<file path="src/rtl/adsq_map.svh">
`ifndef ADSQ_MAP_SVH
`define ADSQ_MAP_SVH

// Conversion lengths and event cycles, in converter clock cycles
`define ADSQ_ADC_CYCLES      4'hD
`define ADSQ_DAC_CYCLES      4'hB
`define ADSQ_ADC_SAMPLE_CYC  4'h3
`define ADSQ_DAC_FIRST_CYC   4'h2
`define ADSQ_DAC_RELEASE_CYC 4'h7
// Internal oscillator divide (8 MHz to 2 MHz)
`define ADSQ_RC_DIV_LAST     2'h3
// Channel code that selects the internal sources
`define ADSQ_CH_INTERNAL     3'h6
// Trigger source codes
`define ADSQ_TRG_SOFTWARE    2'h0
// Result width and sign-extension span
`define ADSQ_RES_BITS        10
`define ADSQ_PAD_BITS        6
// Reset values
`define ADSQ_RESULT_RESET    16'h0000

`endif

</file>
<file path="src/rtl/adsq_pkg.sv">
package adsq_pkg;

  // One-hot sequencer phases
  typedef enum logic [2:0] {
    ADSQ_IDLE = 3'b001,
    ADSQ_RUN  = 3'b010,
    ADSQ_SYNC = 3'b100
  } adsq_phase_e;

  typedef logic [3:0] adsq_cycle_t;

endpackage

</file>
<file path="src/rtl/adsq_sequencer.sv">
`timescale 1ns/1ps
`include "adsq_map.svh"

// Behaviour
// ADC mode makes a 10-bit two's-complement result, single-ended against half supply.
// Differential select high measures positive pin against negative pin of a pair.
// Channel select picks one of six pins or one of three pin pairs.
// Software clears input connect around channel changes; inputs pass only when set.
// Software leaves connect and channel alone while busy; pins set input-only.
// Channel six uses no pin; reference select picks supply or temperature.
// Internal channels use internal reference as full scale and negative input.
// Converter enable powers the converter; clearing it stops all activity.
// ADC conversion lasts 13 converter cycles, sampling in the third.
// ADC end sets done flag and writes both result bytes.
// Done flag reaches system one converter cycle plus two system clocks later.
// Result bytes hold until next completion; read-only in ADC mode.
// DAC mode drives a differential output pair around half supply.
// DAC mode needs enable and DAC bit; ignores input selects; pins input-only.
// DAC conversion lasts 11 cycles, builds from cycle two, releases in cycle 7.
// DAC result bytes write-only; buffer captures them in one system clock at start.
// Software keeps converter clock no faster than CPU clock in DAC mode.
// Default converter clock is internal 8 MHz oscillator divided to 2 MHz.
// Alternative clock is system oscillator through a 7-bit prescaler.
// Start write with converter enabled begins one conversion; busy clears at completion.
// Selected timer overflow starts a conversion; busy held high while running.
// Timer overflow period must exceed one whole conversion.
// Done flag cleared by hardware when the converter interrupt is vectored.
// Right adjust sign-extends upper six bits; left adjust zeroes lower six.
// Prescale code zero selects oscillator over four; others divide by 2 to 128.
// A start arriving while busy is ignored and does not extend the conversion.
module adsq_sequencer #(
  parameter int RES_BITS = `ADSQ_RES_BITS
) (
  input  wire logic                i_clock,
  input  wire logic                i_rst_n,
  input  wire logic                i_ce,
  input  wire logic                i_converter_enable,
  input  wire logic                i_dac_mode,
  input  wire logic                i_left_adjust,
  input  wire logic [2:0]          i_clock_prescale,
  input  wire logic                i_input_connect,
  input  wire logic                i_internal_reference_select,
  input  wire logic [1:0]          i_trigger_source_select,
  input  wire logic                i_differential_select,
  input  wire logic [2:0]          i_channel_select,
  input  wire logic                i_start_write,
  input  wire logic [2:0]          i_timer_overflow,
  input  wire logic                i_isr_vector,
  input  wire logic                i_rc_osc_tick,
  input  wire logic                i_osc_tick,
  input  wire logic                i_sar_compare,
  input  wire logic                i_result_high_write,
  input  wire logic                i_result_low_write,
  input  wire logic [7:0]          i_result_write_data,
  output logic                     o_start_busy,
  output logic                     o_conversion_done_flag,
  output logic [7:0]               o_result_high_byte,
  output logic [7:0]               o_result_low_byte,
  output logic                     o_analog_power,
  output logic                     o_converter_tick,
  output logic                     o_sample_hold,
  output logic [RES_BITS-1:0]      o_sar_trial,
  output logic                     o_mux_connect,
  output logic [2:0]               o_mux_channel,
  output logic                     o_mux_differential,
  output logic                     o_sel_supply_monitor,
  output logic                     o_sel_temperature,
  output logic                     o_ref_internal,
  output logic [RES_BITS-1:0]      o_dac_value,
  output logic                     o_dac_release,
  output logic                     o_dac_pins_input_only
);

  logic                   rst_s1_q;
  logic                   rst_s2_q;
  logic                   rst_n;
  adsq_pkg::adsq_phase_e  phase_q;
  adsq_pkg::adsq_cycle_t  cyc_q;
  logic                   dac_run_q;
  logic [1:0]             rc_div_q;
  logic [6:0]             pre_div_q;
  logic                   tick;
  logic                   dac_on;
  logic                   start_req;
  logic                   start_ok;
  logic                   last_cyc;
  logic [3:0]             bit_idx;
  logic [RES_BITS-1:0]    sar_q;
  logic [RES_BITS-1:0]    sar_fin;
  logic [RES_BITS-1:0]    dac_buf_q;
  logic [RES_BITS-1:0]    signed_res;
  logic [RES_BITS-1:0]    buf_src;
  logic [6:0]             pre_mask;
  logic                   done_evt_q;
  logic                   done_s1_q;
  logic [15:0]            result_q;

  // Reset release through two flops
  always_ff @(posedge i_clock or negedge i_rst_n) begin
    if (!i_rst_n) begin
      rst_s1_q <= 1'b0;
      rst_s2_q <= 1'b0;
    end else begin
      rst_s1_q <= 1'b1;
      rst_s2_q <= rst_s1_q;
    end
  end
  assign rst_n = rst_s2_q;

  assign dac_on = i_converter_enable & i_dac_mode;

  // Converter clock as an enable; prescaler mask selects 2..128
  assign pre_mask = 7'h7F >> (3'h7 - i_clock_prescale);

  always_ff @(posedge i_clock or negedge rst_n) begin
    if (!rst_n) begin
      rc_div_q  <= 2'h0;
      pre_div_q <= 7'h00;
      o_converter_tick <= 1'b0;
    end else if (i_ce) begin
      o_converter_tick <= 1'b0;
      // Internal oscillator keeps the divider running regardless of system clock source
      if (i_rc_osc_tick) begin
        rc_div_q <= rc_div_q + 2'h1;
      end
      if (i_osc_tick) begin
        pre_div_q <= pre_div_q + 7'h01;
      end
      if (!i_converter_enable) begin
        o_converter_tick <= 1'b0;
      end else if (i_clock_prescale == 3'h0) begin
        o_converter_tick <= i_rc_osc_tick && (rc_div_q == `ADSQ_RC_DIV_LAST);
      end else begin
        o_converter_tick <= i_osc_tick && ((pre_div_q & pre_mask) == pre_mask);
      end
    end
  end
  assign tick = o_converter_tick;

  // Start sources: software write or the chosen timer overflow
  always_comb begin
    if (i_trigger_source_select == `ADSQ_TRG_SOFTWARE) begin
      start_req = i_start_write;
    end else begin
      start_req = i_timer_overflow[i_trigger_source_select - 2'h1];
    end
  end
  // Busy or finishing conversions drop new starts
  assign start_ok = i_converter_enable && (phase_q == adsq_pkg::ADSQ_IDLE) && start_req;
  // Count holds finished cycles, so the closing tick finds length minus one
  assign last_cyc = (cyc_q == (dac_run_q ? (`ADSQ_DAC_CYCLES - 4'h1) : (`ADSQ_ADC_CYCLES - 4'h1)));

  // Sequencer phase and cycle count
  always_ff @(posedge i_clock or negedge rst_n) begin
    if (!rst_n) begin
      phase_q   <= adsq_pkg::ADSQ_IDLE;
      cyc_q     <= 4'h0;
      dac_run_q <= 1'b0;
      o_start_busy <= 1'b0;
    end else if (i_ce) begin
      if (!i_converter_enable) begin
        phase_q <= adsq_pkg::ADSQ_IDLE;
        cyc_q   <= 4'h0;
        o_start_busy <= 1'b0;
      end else begin
        case (phase_q)
          adsq_pkg::ADSQ_IDLE: begin
            if (start_ok) begin
              phase_q   <= adsq_pkg::ADSQ_RUN;
              cyc_q     <= 4'h0;
              dac_run_q <= i_dac_mode;
              o_start_busy <= 1'b1;
            end
          end
          adsq_pkg::ADSQ_RUN: begin
            if (tick) begin
              if (last_cyc) begin
                phase_q <= adsq_pkg::ADSQ_SYNC;
                o_start_busy <= 1'b0;
              end else begin
                cyc_q <= cyc_q + 4'h1;
              end
            end
          end
          adsq_pkg::ADSQ_SYNC: begin
            // One more converter cycle before the done event leaves
            if (tick) begin
              phase_q <= adsq_pkg::ADSQ_IDLE;
              cyc_q   <= 4'h0;
            end
          end
          default: begin
            phase_q <= adsq_pkg::ADSQ_IDLE;
            o_start_busy <= 1'b0;
          end
        endcase
      end
    end
  end

  // Bit under decision: ADC cycles 4..13, DAC cycles 2..11
  assign bit_idx = dac_run_q ? (`ADSQ_DAC_CYCLES - 4'h1 - cyc_q) : (`ADSQ_ADC_CYCLES - 4'h1 - cyc_q);

  // DAC buffer source, undoing the adjust of the written bytes
  assign buf_src = i_left_adjust ? result_q[15:6] : result_q[9:0];

  // Successive approximation register and DAC buffer
  always_ff @(posedge i_clock or negedge rst_n) begin
    if (!rst_n) begin
      sar_q     <= '0;
      dac_buf_q <= '0;
    end else if (i_ce) begin
      if (start_ok) begin
        sar_q <= '0;
        if (i_dac_mode) begin
          dac_buf_q <= buf_src;
        end
      end else if ((phase_q == adsq_pkg::ADSQ_RUN) && tick) begin
        if (dac_run_q && (cyc_q >= (`ADSQ_DAC_FIRST_CYC - 4'h1))) begin
          sar_q[bit_idx] <= dac_buf_q[bit_idx];
        end else if (!dac_run_q && (cyc_q >= `ADSQ_ADC_SAMPLE_CYC)) begin
          // Offset-binary search; comparator high keeps the trial bit
          sar_q[bit_idx] <= i_sar_compare;
        end
      end
    end
  end

  // Bit 0 lands in the same edge as the result, so take it from the comparator
  assign sar_fin    = {sar_q[RES_BITS-1:1], i_sar_compare};
  // MSB flip turns the offset-binary search into two's complement
  assign signed_res = {~sar_fin[RES_BITS-1], sar_fin[RES_BITS-2:0]};

  // Result pair: hardware-written in ADC mode, software-written in DAC mode
  always_ff @(posedge i_clock or negedge rst_n) begin
    if (!rst_n) begin
      result_q <= `ADSQ_RESULT_RESET;
    end else if (i_ce) begin
      if ((phase_q == adsq_pkg::ADSQ_RUN) && tick && last_cyc && !dac_run_q) begin
        if (i_left_adjust) begin
          result_q <= {signed_res, {`ADSQ_PAD_BITS{1'b0}}};
        end else begin
          result_q <= {{`ADSQ_PAD_BITS{signed_res[RES_BITS-1]}}, signed_res};
        end
      end else if (i_dac_mode) begin
        // Writes ignored in ADC mode so results hold until the next completion
        if (i_result_high_write) begin
          result_q[15:8] <= i_result_write_data;
        end
        if (i_result_low_write) begin
          result_q[7:0] <= i_result_write_data;
        end
      end
    end
  end

  // Readback: write-only in DAC mode reads as zero
  always_ff @(posedge i_clock or negedge rst_n) begin
    if (!rst_n) begin
      o_result_high_byte <= 8'h00;
      o_result_low_byte  <= 8'h00;
    end else if (i_ce) begin
      o_result_high_byte <= i_dac_mode ? 8'h00 : result_q[15:8];
      o_result_low_byte  <= i_dac_mode ? 8'h00 : result_q[7:0];
    end
  end

  // Done event: one converter cycle late, then two system clocks
  always_ff @(posedge i_clock or negedge rst_n) begin
    if (!rst_n) begin
      done_evt_q <= 1'b0;
      done_s1_q  <= 1'b0;
    end else if (i_ce) begin
      done_evt_q <= (phase_q == adsq_pkg::ADSQ_SYNC) && tick;
      done_s1_q  <= done_evt_q;
    end
  end

  // Done flag; a new event wins over the vector clear
  always_ff @(posedge i_clock or negedge rst_n) begin
    if (!rst_n) begin
      o_conversion_done_flag <= 1'b0;
    end else if (i_ce) begin
      if (done_s1_q) begin
        o_conversion_done_flag <= 1'b1;
      end else if (i_isr_vector) begin
        o_conversion_done_flag <= 1'b0;
      end
    end
  end

  // Analog front-end controls
  always_ff @(posedge i_clock or negedge rst_n) begin
    if (!rst_n) begin
      o_analog_power        <= 1'b0;
      o_sample_hold         <= 1'b0;
      o_sar_trial           <= '0;
      o_mux_connect         <= 1'b0;
      o_mux_channel         <= 3'h0;
      o_mux_differential    <= 1'b0;
      o_sel_supply_monitor  <= 1'b0;
      o_sel_temperature     <= 1'b0;
      o_ref_internal        <= 1'b0;
      o_dac_value           <= '0;
      o_dac_release         <= 1'b0;
      o_dac_pins_input_only <= 1'b0;
    end else if (i_ce) begin
      o_analog_power <= i_converter_enable;
      // Sample only in cycle three, held afterwards
      o_sample_hold  <= !dac_run_q && (phase_q == adsq_pkg::ADSQ_RUN) &&
                        (cyc_q == (`ADSQ_ADC_SAMPLE_CYC - 4'h1));
      o_sar_trial    <= (!dac_run_q && (phase_q == adsq_pkg::ADSQ_RUN) && (cyc_q >= `ADSQ_ADC_SAMPLE_CYC)) ?
                        (sar_q | RES_BITS'(1 << bit_idx)) : sar_q;
      // Connect, differential and internal-source selects act only in ADC mode; the pins are left to software discipline
      o_mux_connect  <= i_converter_enable && !i_dac_mode && i_input_connect &&
                        (i_channel_select != `ADSQ_CH_INTERNAL);
      o_mux_channel  <= i_channel_select;
      o_mux_differential   <= !i_dac_mode && i_differential_select;
      o_sel_supply_monitor <= !i_dac_mode && (i_channel_select == `ADSQ_CH_INTERNAL) &&
                              !i_internal_reference_select;
      o_sel_temperature    <= !i_dac_mode && (i_channel_select == `ADSQ_CH_INTERNAL) &&
                              i_internal_reference_select;
      // Internal channels force the internal reference as scale and negative input
      o_ref_internal <= i_internal_reference_select ||
                        (!i_dac_mode && (i_channel_select == `ADSQ_CH_INTERNAL));
      o_dac_value    <= dac_buf_q;
      // New value reaches the pins once the five MSBs are built
      if (!dac_on) begin
        o_dac_release <= 1'b0;
      end else if (start_ok) begin
        o_dac_release <= 1'b0;
      end else if (dac_run_q && (phase_q == adsq_pkg::ADSQ_RUN) && (cyc_q >= (`ADSQ_DAC_RELEASE_CYC - 4'h1))) begin
        o_dac_release <= 1'b1;
      end
      o_dac_pins_input_only <= dac_on;
    end
  end

endmodule // adsq_sequencer

</file>
<file path="config.mk">
export PLATFORM = sky130hd
export DESIGN_NAME = adsq_sequencer
export DESIGN_NICKNAME = d
export VERILOG_FILES = /design/src/rtl/adsq_pkg.sv /design/src/rtl/adsq_sequencer.sv
export VERILOG_INCLUDE_DIRS = /design/src /design/src/rtl
export SDC_FILE = /design/constraint.sdc
export NUM_CORES = 1
export LEC_CHECK = 0
export BUFFER_PORTS_ARGS = -buffer_cell sky130_fd_sc_hd__clkbuf_2
export CAP_MARGIN = 0
export CORE_ASPECT_RATIO = 0.75
export CORE_UTILIZATION = 40
export CTS_BUF_LIST = sky130_fd_sc_hd__clkbuf_8
export DETAILED_ROUTE_END_ITERATION = 10
export GPL_TIMING_DRIVEN = 0
export PLACE_DENSITY = 0.7
export SYNTH_ARGS = -nofsm -noshare
export SYNTH_HDL_FRONTEND = slang
export SYNTH_SLANG_ARGS = --single-unit
</file>
<file path="constraint.sdc">
create_clock -name i_clock -period 10.27 [get_ports i_clock]
set_input_delay 0.5135 -clock i_clock [delete_from_list [all_inputs] [get_ports i_clock]]
set_output_delay 0.5135 -clock i_clock [all_outputs]
set_load 0.03 [all_outputs]
</file>
==> run metrics <==
status=completed; Vias/cell=5.54; Crit path largest cell delay=around 0.49 ns; Clock Tree Buf Depth=2; fillcell total=around 1200; placed cell areas=5980 sq um; CTS tree=yes; H-tree Lvls=3; crit path cell chain=inv_1 -> ha_1 -> ha_1 -> clkbuf_2 -> and3_1 -> buf_2 -> o21ai_1 -> nand4bb_4 -> clkbuf_1 -> nand2_1 -> mux2i_1; Tightest Pin Transition=between 0.8 and 0.9 ns; Synth top cells by count=dfrtp_1 (107), nand2_1 (54), mux2i_1 (32); fin crit period=2.82 ns; crit-path leading delay family=buffers and inverters; critical path capture point type=flop; die area=13800 sq um; cell mode on critical path=ha_1; gr usage total=0.207; routed wire length=13500 microns; vias in the first global route=4161; worst skew pair latency=0.38 ns; Synthesis Warnings=0; # IOs=86; normalized max-slew margin=0.461; crit path kind=flop to flop; Synth area leaders=dfrtp_1 (50%), mux2i_1 (6.0%), mux2_2 (3.8%); Initial Utilization=0.410; Synth cell types=64; count leader, synth=dfrtp_1; TritonRoute pass-1 iters=4; Mapped Cells=493; static leakage power=slightly below 3 nW; worst path buffer plus inverter count=4; area grow syn2layout=16.6%; top-area cell type share of the netlist area=0.503; register area share after synthesis=0.508; wire per inst=17.7 microns; #FFs+latches synth=108; DRC=0; largest net degree at the start of global routing=70; clk_skew=around 0.016 ns; Final Max Slew Viols=0; # Max-Cap Violations=0; Nets=638; Cell Pwr Density=200 nW/um^2; Slowest cell on crit path=dfrtp_1; GRT overflow=0; core area=13000 sq um; Syn Nets=542; first-pass GRT wire length=21800 microns; final setup vio count=0; Antenna Violating Nets Remaining=0; endpoint arrival time on the critical path=approximately 3.1 ns; endpoints failing hold=0; RSZ-0062 raised after global routing=no; Peak Freq=354 MHz; RD Place Congestion=around 0.9; asr flop ratio synth=1.00; initial antenna violation count=0; HPWL reported at the end of detailed placement=10200 microns; CTS root buffer=clkbuf_8; Iteration-0 DRC Markers=300; Max VDD drop=0.131 mV; Mapped Area=5320 sq um; period utilization=0.275; Sink Count=108; via count=4240; worst min-delay path class=flop to asynchronous set/reset pin; predominant post-synthesis flop cell=dfrtp_1; Avg Inst Size Synth=10.8 sq um; die height=~100 microns; Antenna Cells=0; CTS clk-pin slew, worst paths=~0.11 ns; post-layout util=0.478; Crit path required time=~11 ns; Post-Place Cells=748; Die W=between 100 and 150 microns; EDFF count, synth=0; Non-Filler Instances=around 770; Rows=36; CP Launch Type=flop; Num CTS Buffers=9; Port Buffer Count=83; CP max FO=10; fin area=6200 sq um; share of cells above drive strength 1=0.254; Synth area leader=dfrtp_1; TNS Setup=0 ns; Pwr Total=0.00124 W
[timing repair]
action | in CTS | in global routing
hold buffers | 1 | 0
endpoints found under the setup margin | 0 | 0
buffers inserted | 0 | 0
endpoints found under the hold margin | 2 | 0
resized for setup | 0 | 0
[cell families after synthesis]
family / after synthesis / synth area share
other: 1 / 0.000705
muxes: 51 / 0.103
buffers and inverters: 50 / 0.0430
DFF: 108 / 0.508
and+or+nand+nor: 125 / 0.120
xor gates and xnor gates: 11 / 0.0195
adders and majority gates: 14 / 0.0343
AOI/OAI and AO/OA: 133 / 0.171
[cells in the final DEF (no fill, tap or decap), types with 4 or more instances in the layout]
cell type / n
inv_1: 19
xnor2_1: 6
clkbuf_1: 12
o21ai_1: 18
o2bb2ai_1: 4
clkbuf_8: 9
mux2_2: 18
mux2i_1: 32
a41oi_1: 9
a21boi_0: 6
nand3_1: 6
xor2_1: 4
buf_2: 11
dfrtp_1: 106
a22o_1: 19
nand2_1: 54
o21ai_0: 27
a31oi_1: 13
nor2_1: 30
nand4_1: 12
a21oi_1: 15
ha_1: 13
clkbuf_2: 84
[cell type report]
class,instances,area (sq um),share of cell area
plain buffers,30,154,0.0248
clock buffers,9,124,0.0200
clock inverters,7,86.3,0.0139
inverters,20,75.1,0.0121
multi-input cells,335,2390,0.385
flip-flops and latches,108,2710,0.437
well taps,171,214,0.0345
repair buffers,85,453,0.0731
[registers in the layout (all words and copies together) (netlist names), 7 cells and up]
signal and cells:
result_q 16, dac_buf_q 10, o_dac_value 10, o_sar_trial 10
sar_q 10, o_result_high_byte 8, o_result_low_byte 8, pre_div_q 7
[metrics by stage]
step                      hold WS (ns)  setup slack (ns)
final                            0.305              7.45
after global routing             0.314              7.25
after CTS                        0.309              7.49
after detailed placement         0.301              7.55
after global placement           0.299              5.95
after floorplan                  0.218              7.04
[power breakdown]
part,internal [W],switching [W],total [W]
registers,0.000509,0.0000804,0.000589
logic,0.000143,0.000234,0.000377
clock network,0.000117,0.000157,0.000274
[routing by layer]
metal | vias to the layer above | track usage | part of all wire
met5 | - | 0 | 0
met4 | 0 | 0.0527 | 0.012
met3 | 14 | 0.0432 | 0.055
met2 | 122 | 0.311 | 0.44
met1 | 2134 | 0.304 | 0.50
li1 | 1970 | - | -
[worst paths after layout]
kind	startpoint	slack, ns	depth (start not counted)	end
worst max-delay path	cyc_q[1]$_DFFE_PN0P_	7.45	11	sar_q[0]$_DFFE_PN0P_
worst min register to register	rst_n$_DFF_PN0_	0.31	0	sar_q[8]$_DFFE_PN0P_
worst max register to register	cyc_q[1]$_DFFE_PN0P_	7.45	11	sar_q[0]$_DFFE_PN0P_
worst min-delay path	rst_n$_DFF_PN0_	0.31	0	sar_q[8]$_DFFE_PN0P_
min in group i_clock	i_internal_reference_select	0.32	2	o_sel_supply_monitor$_DFFE_PN0P_
max in group asynchronous	rst_n$_DFF_PN0_	9.21	1	phase_q[0]$_DFFE_PN1P_
(Power assumes the default switching activity.)
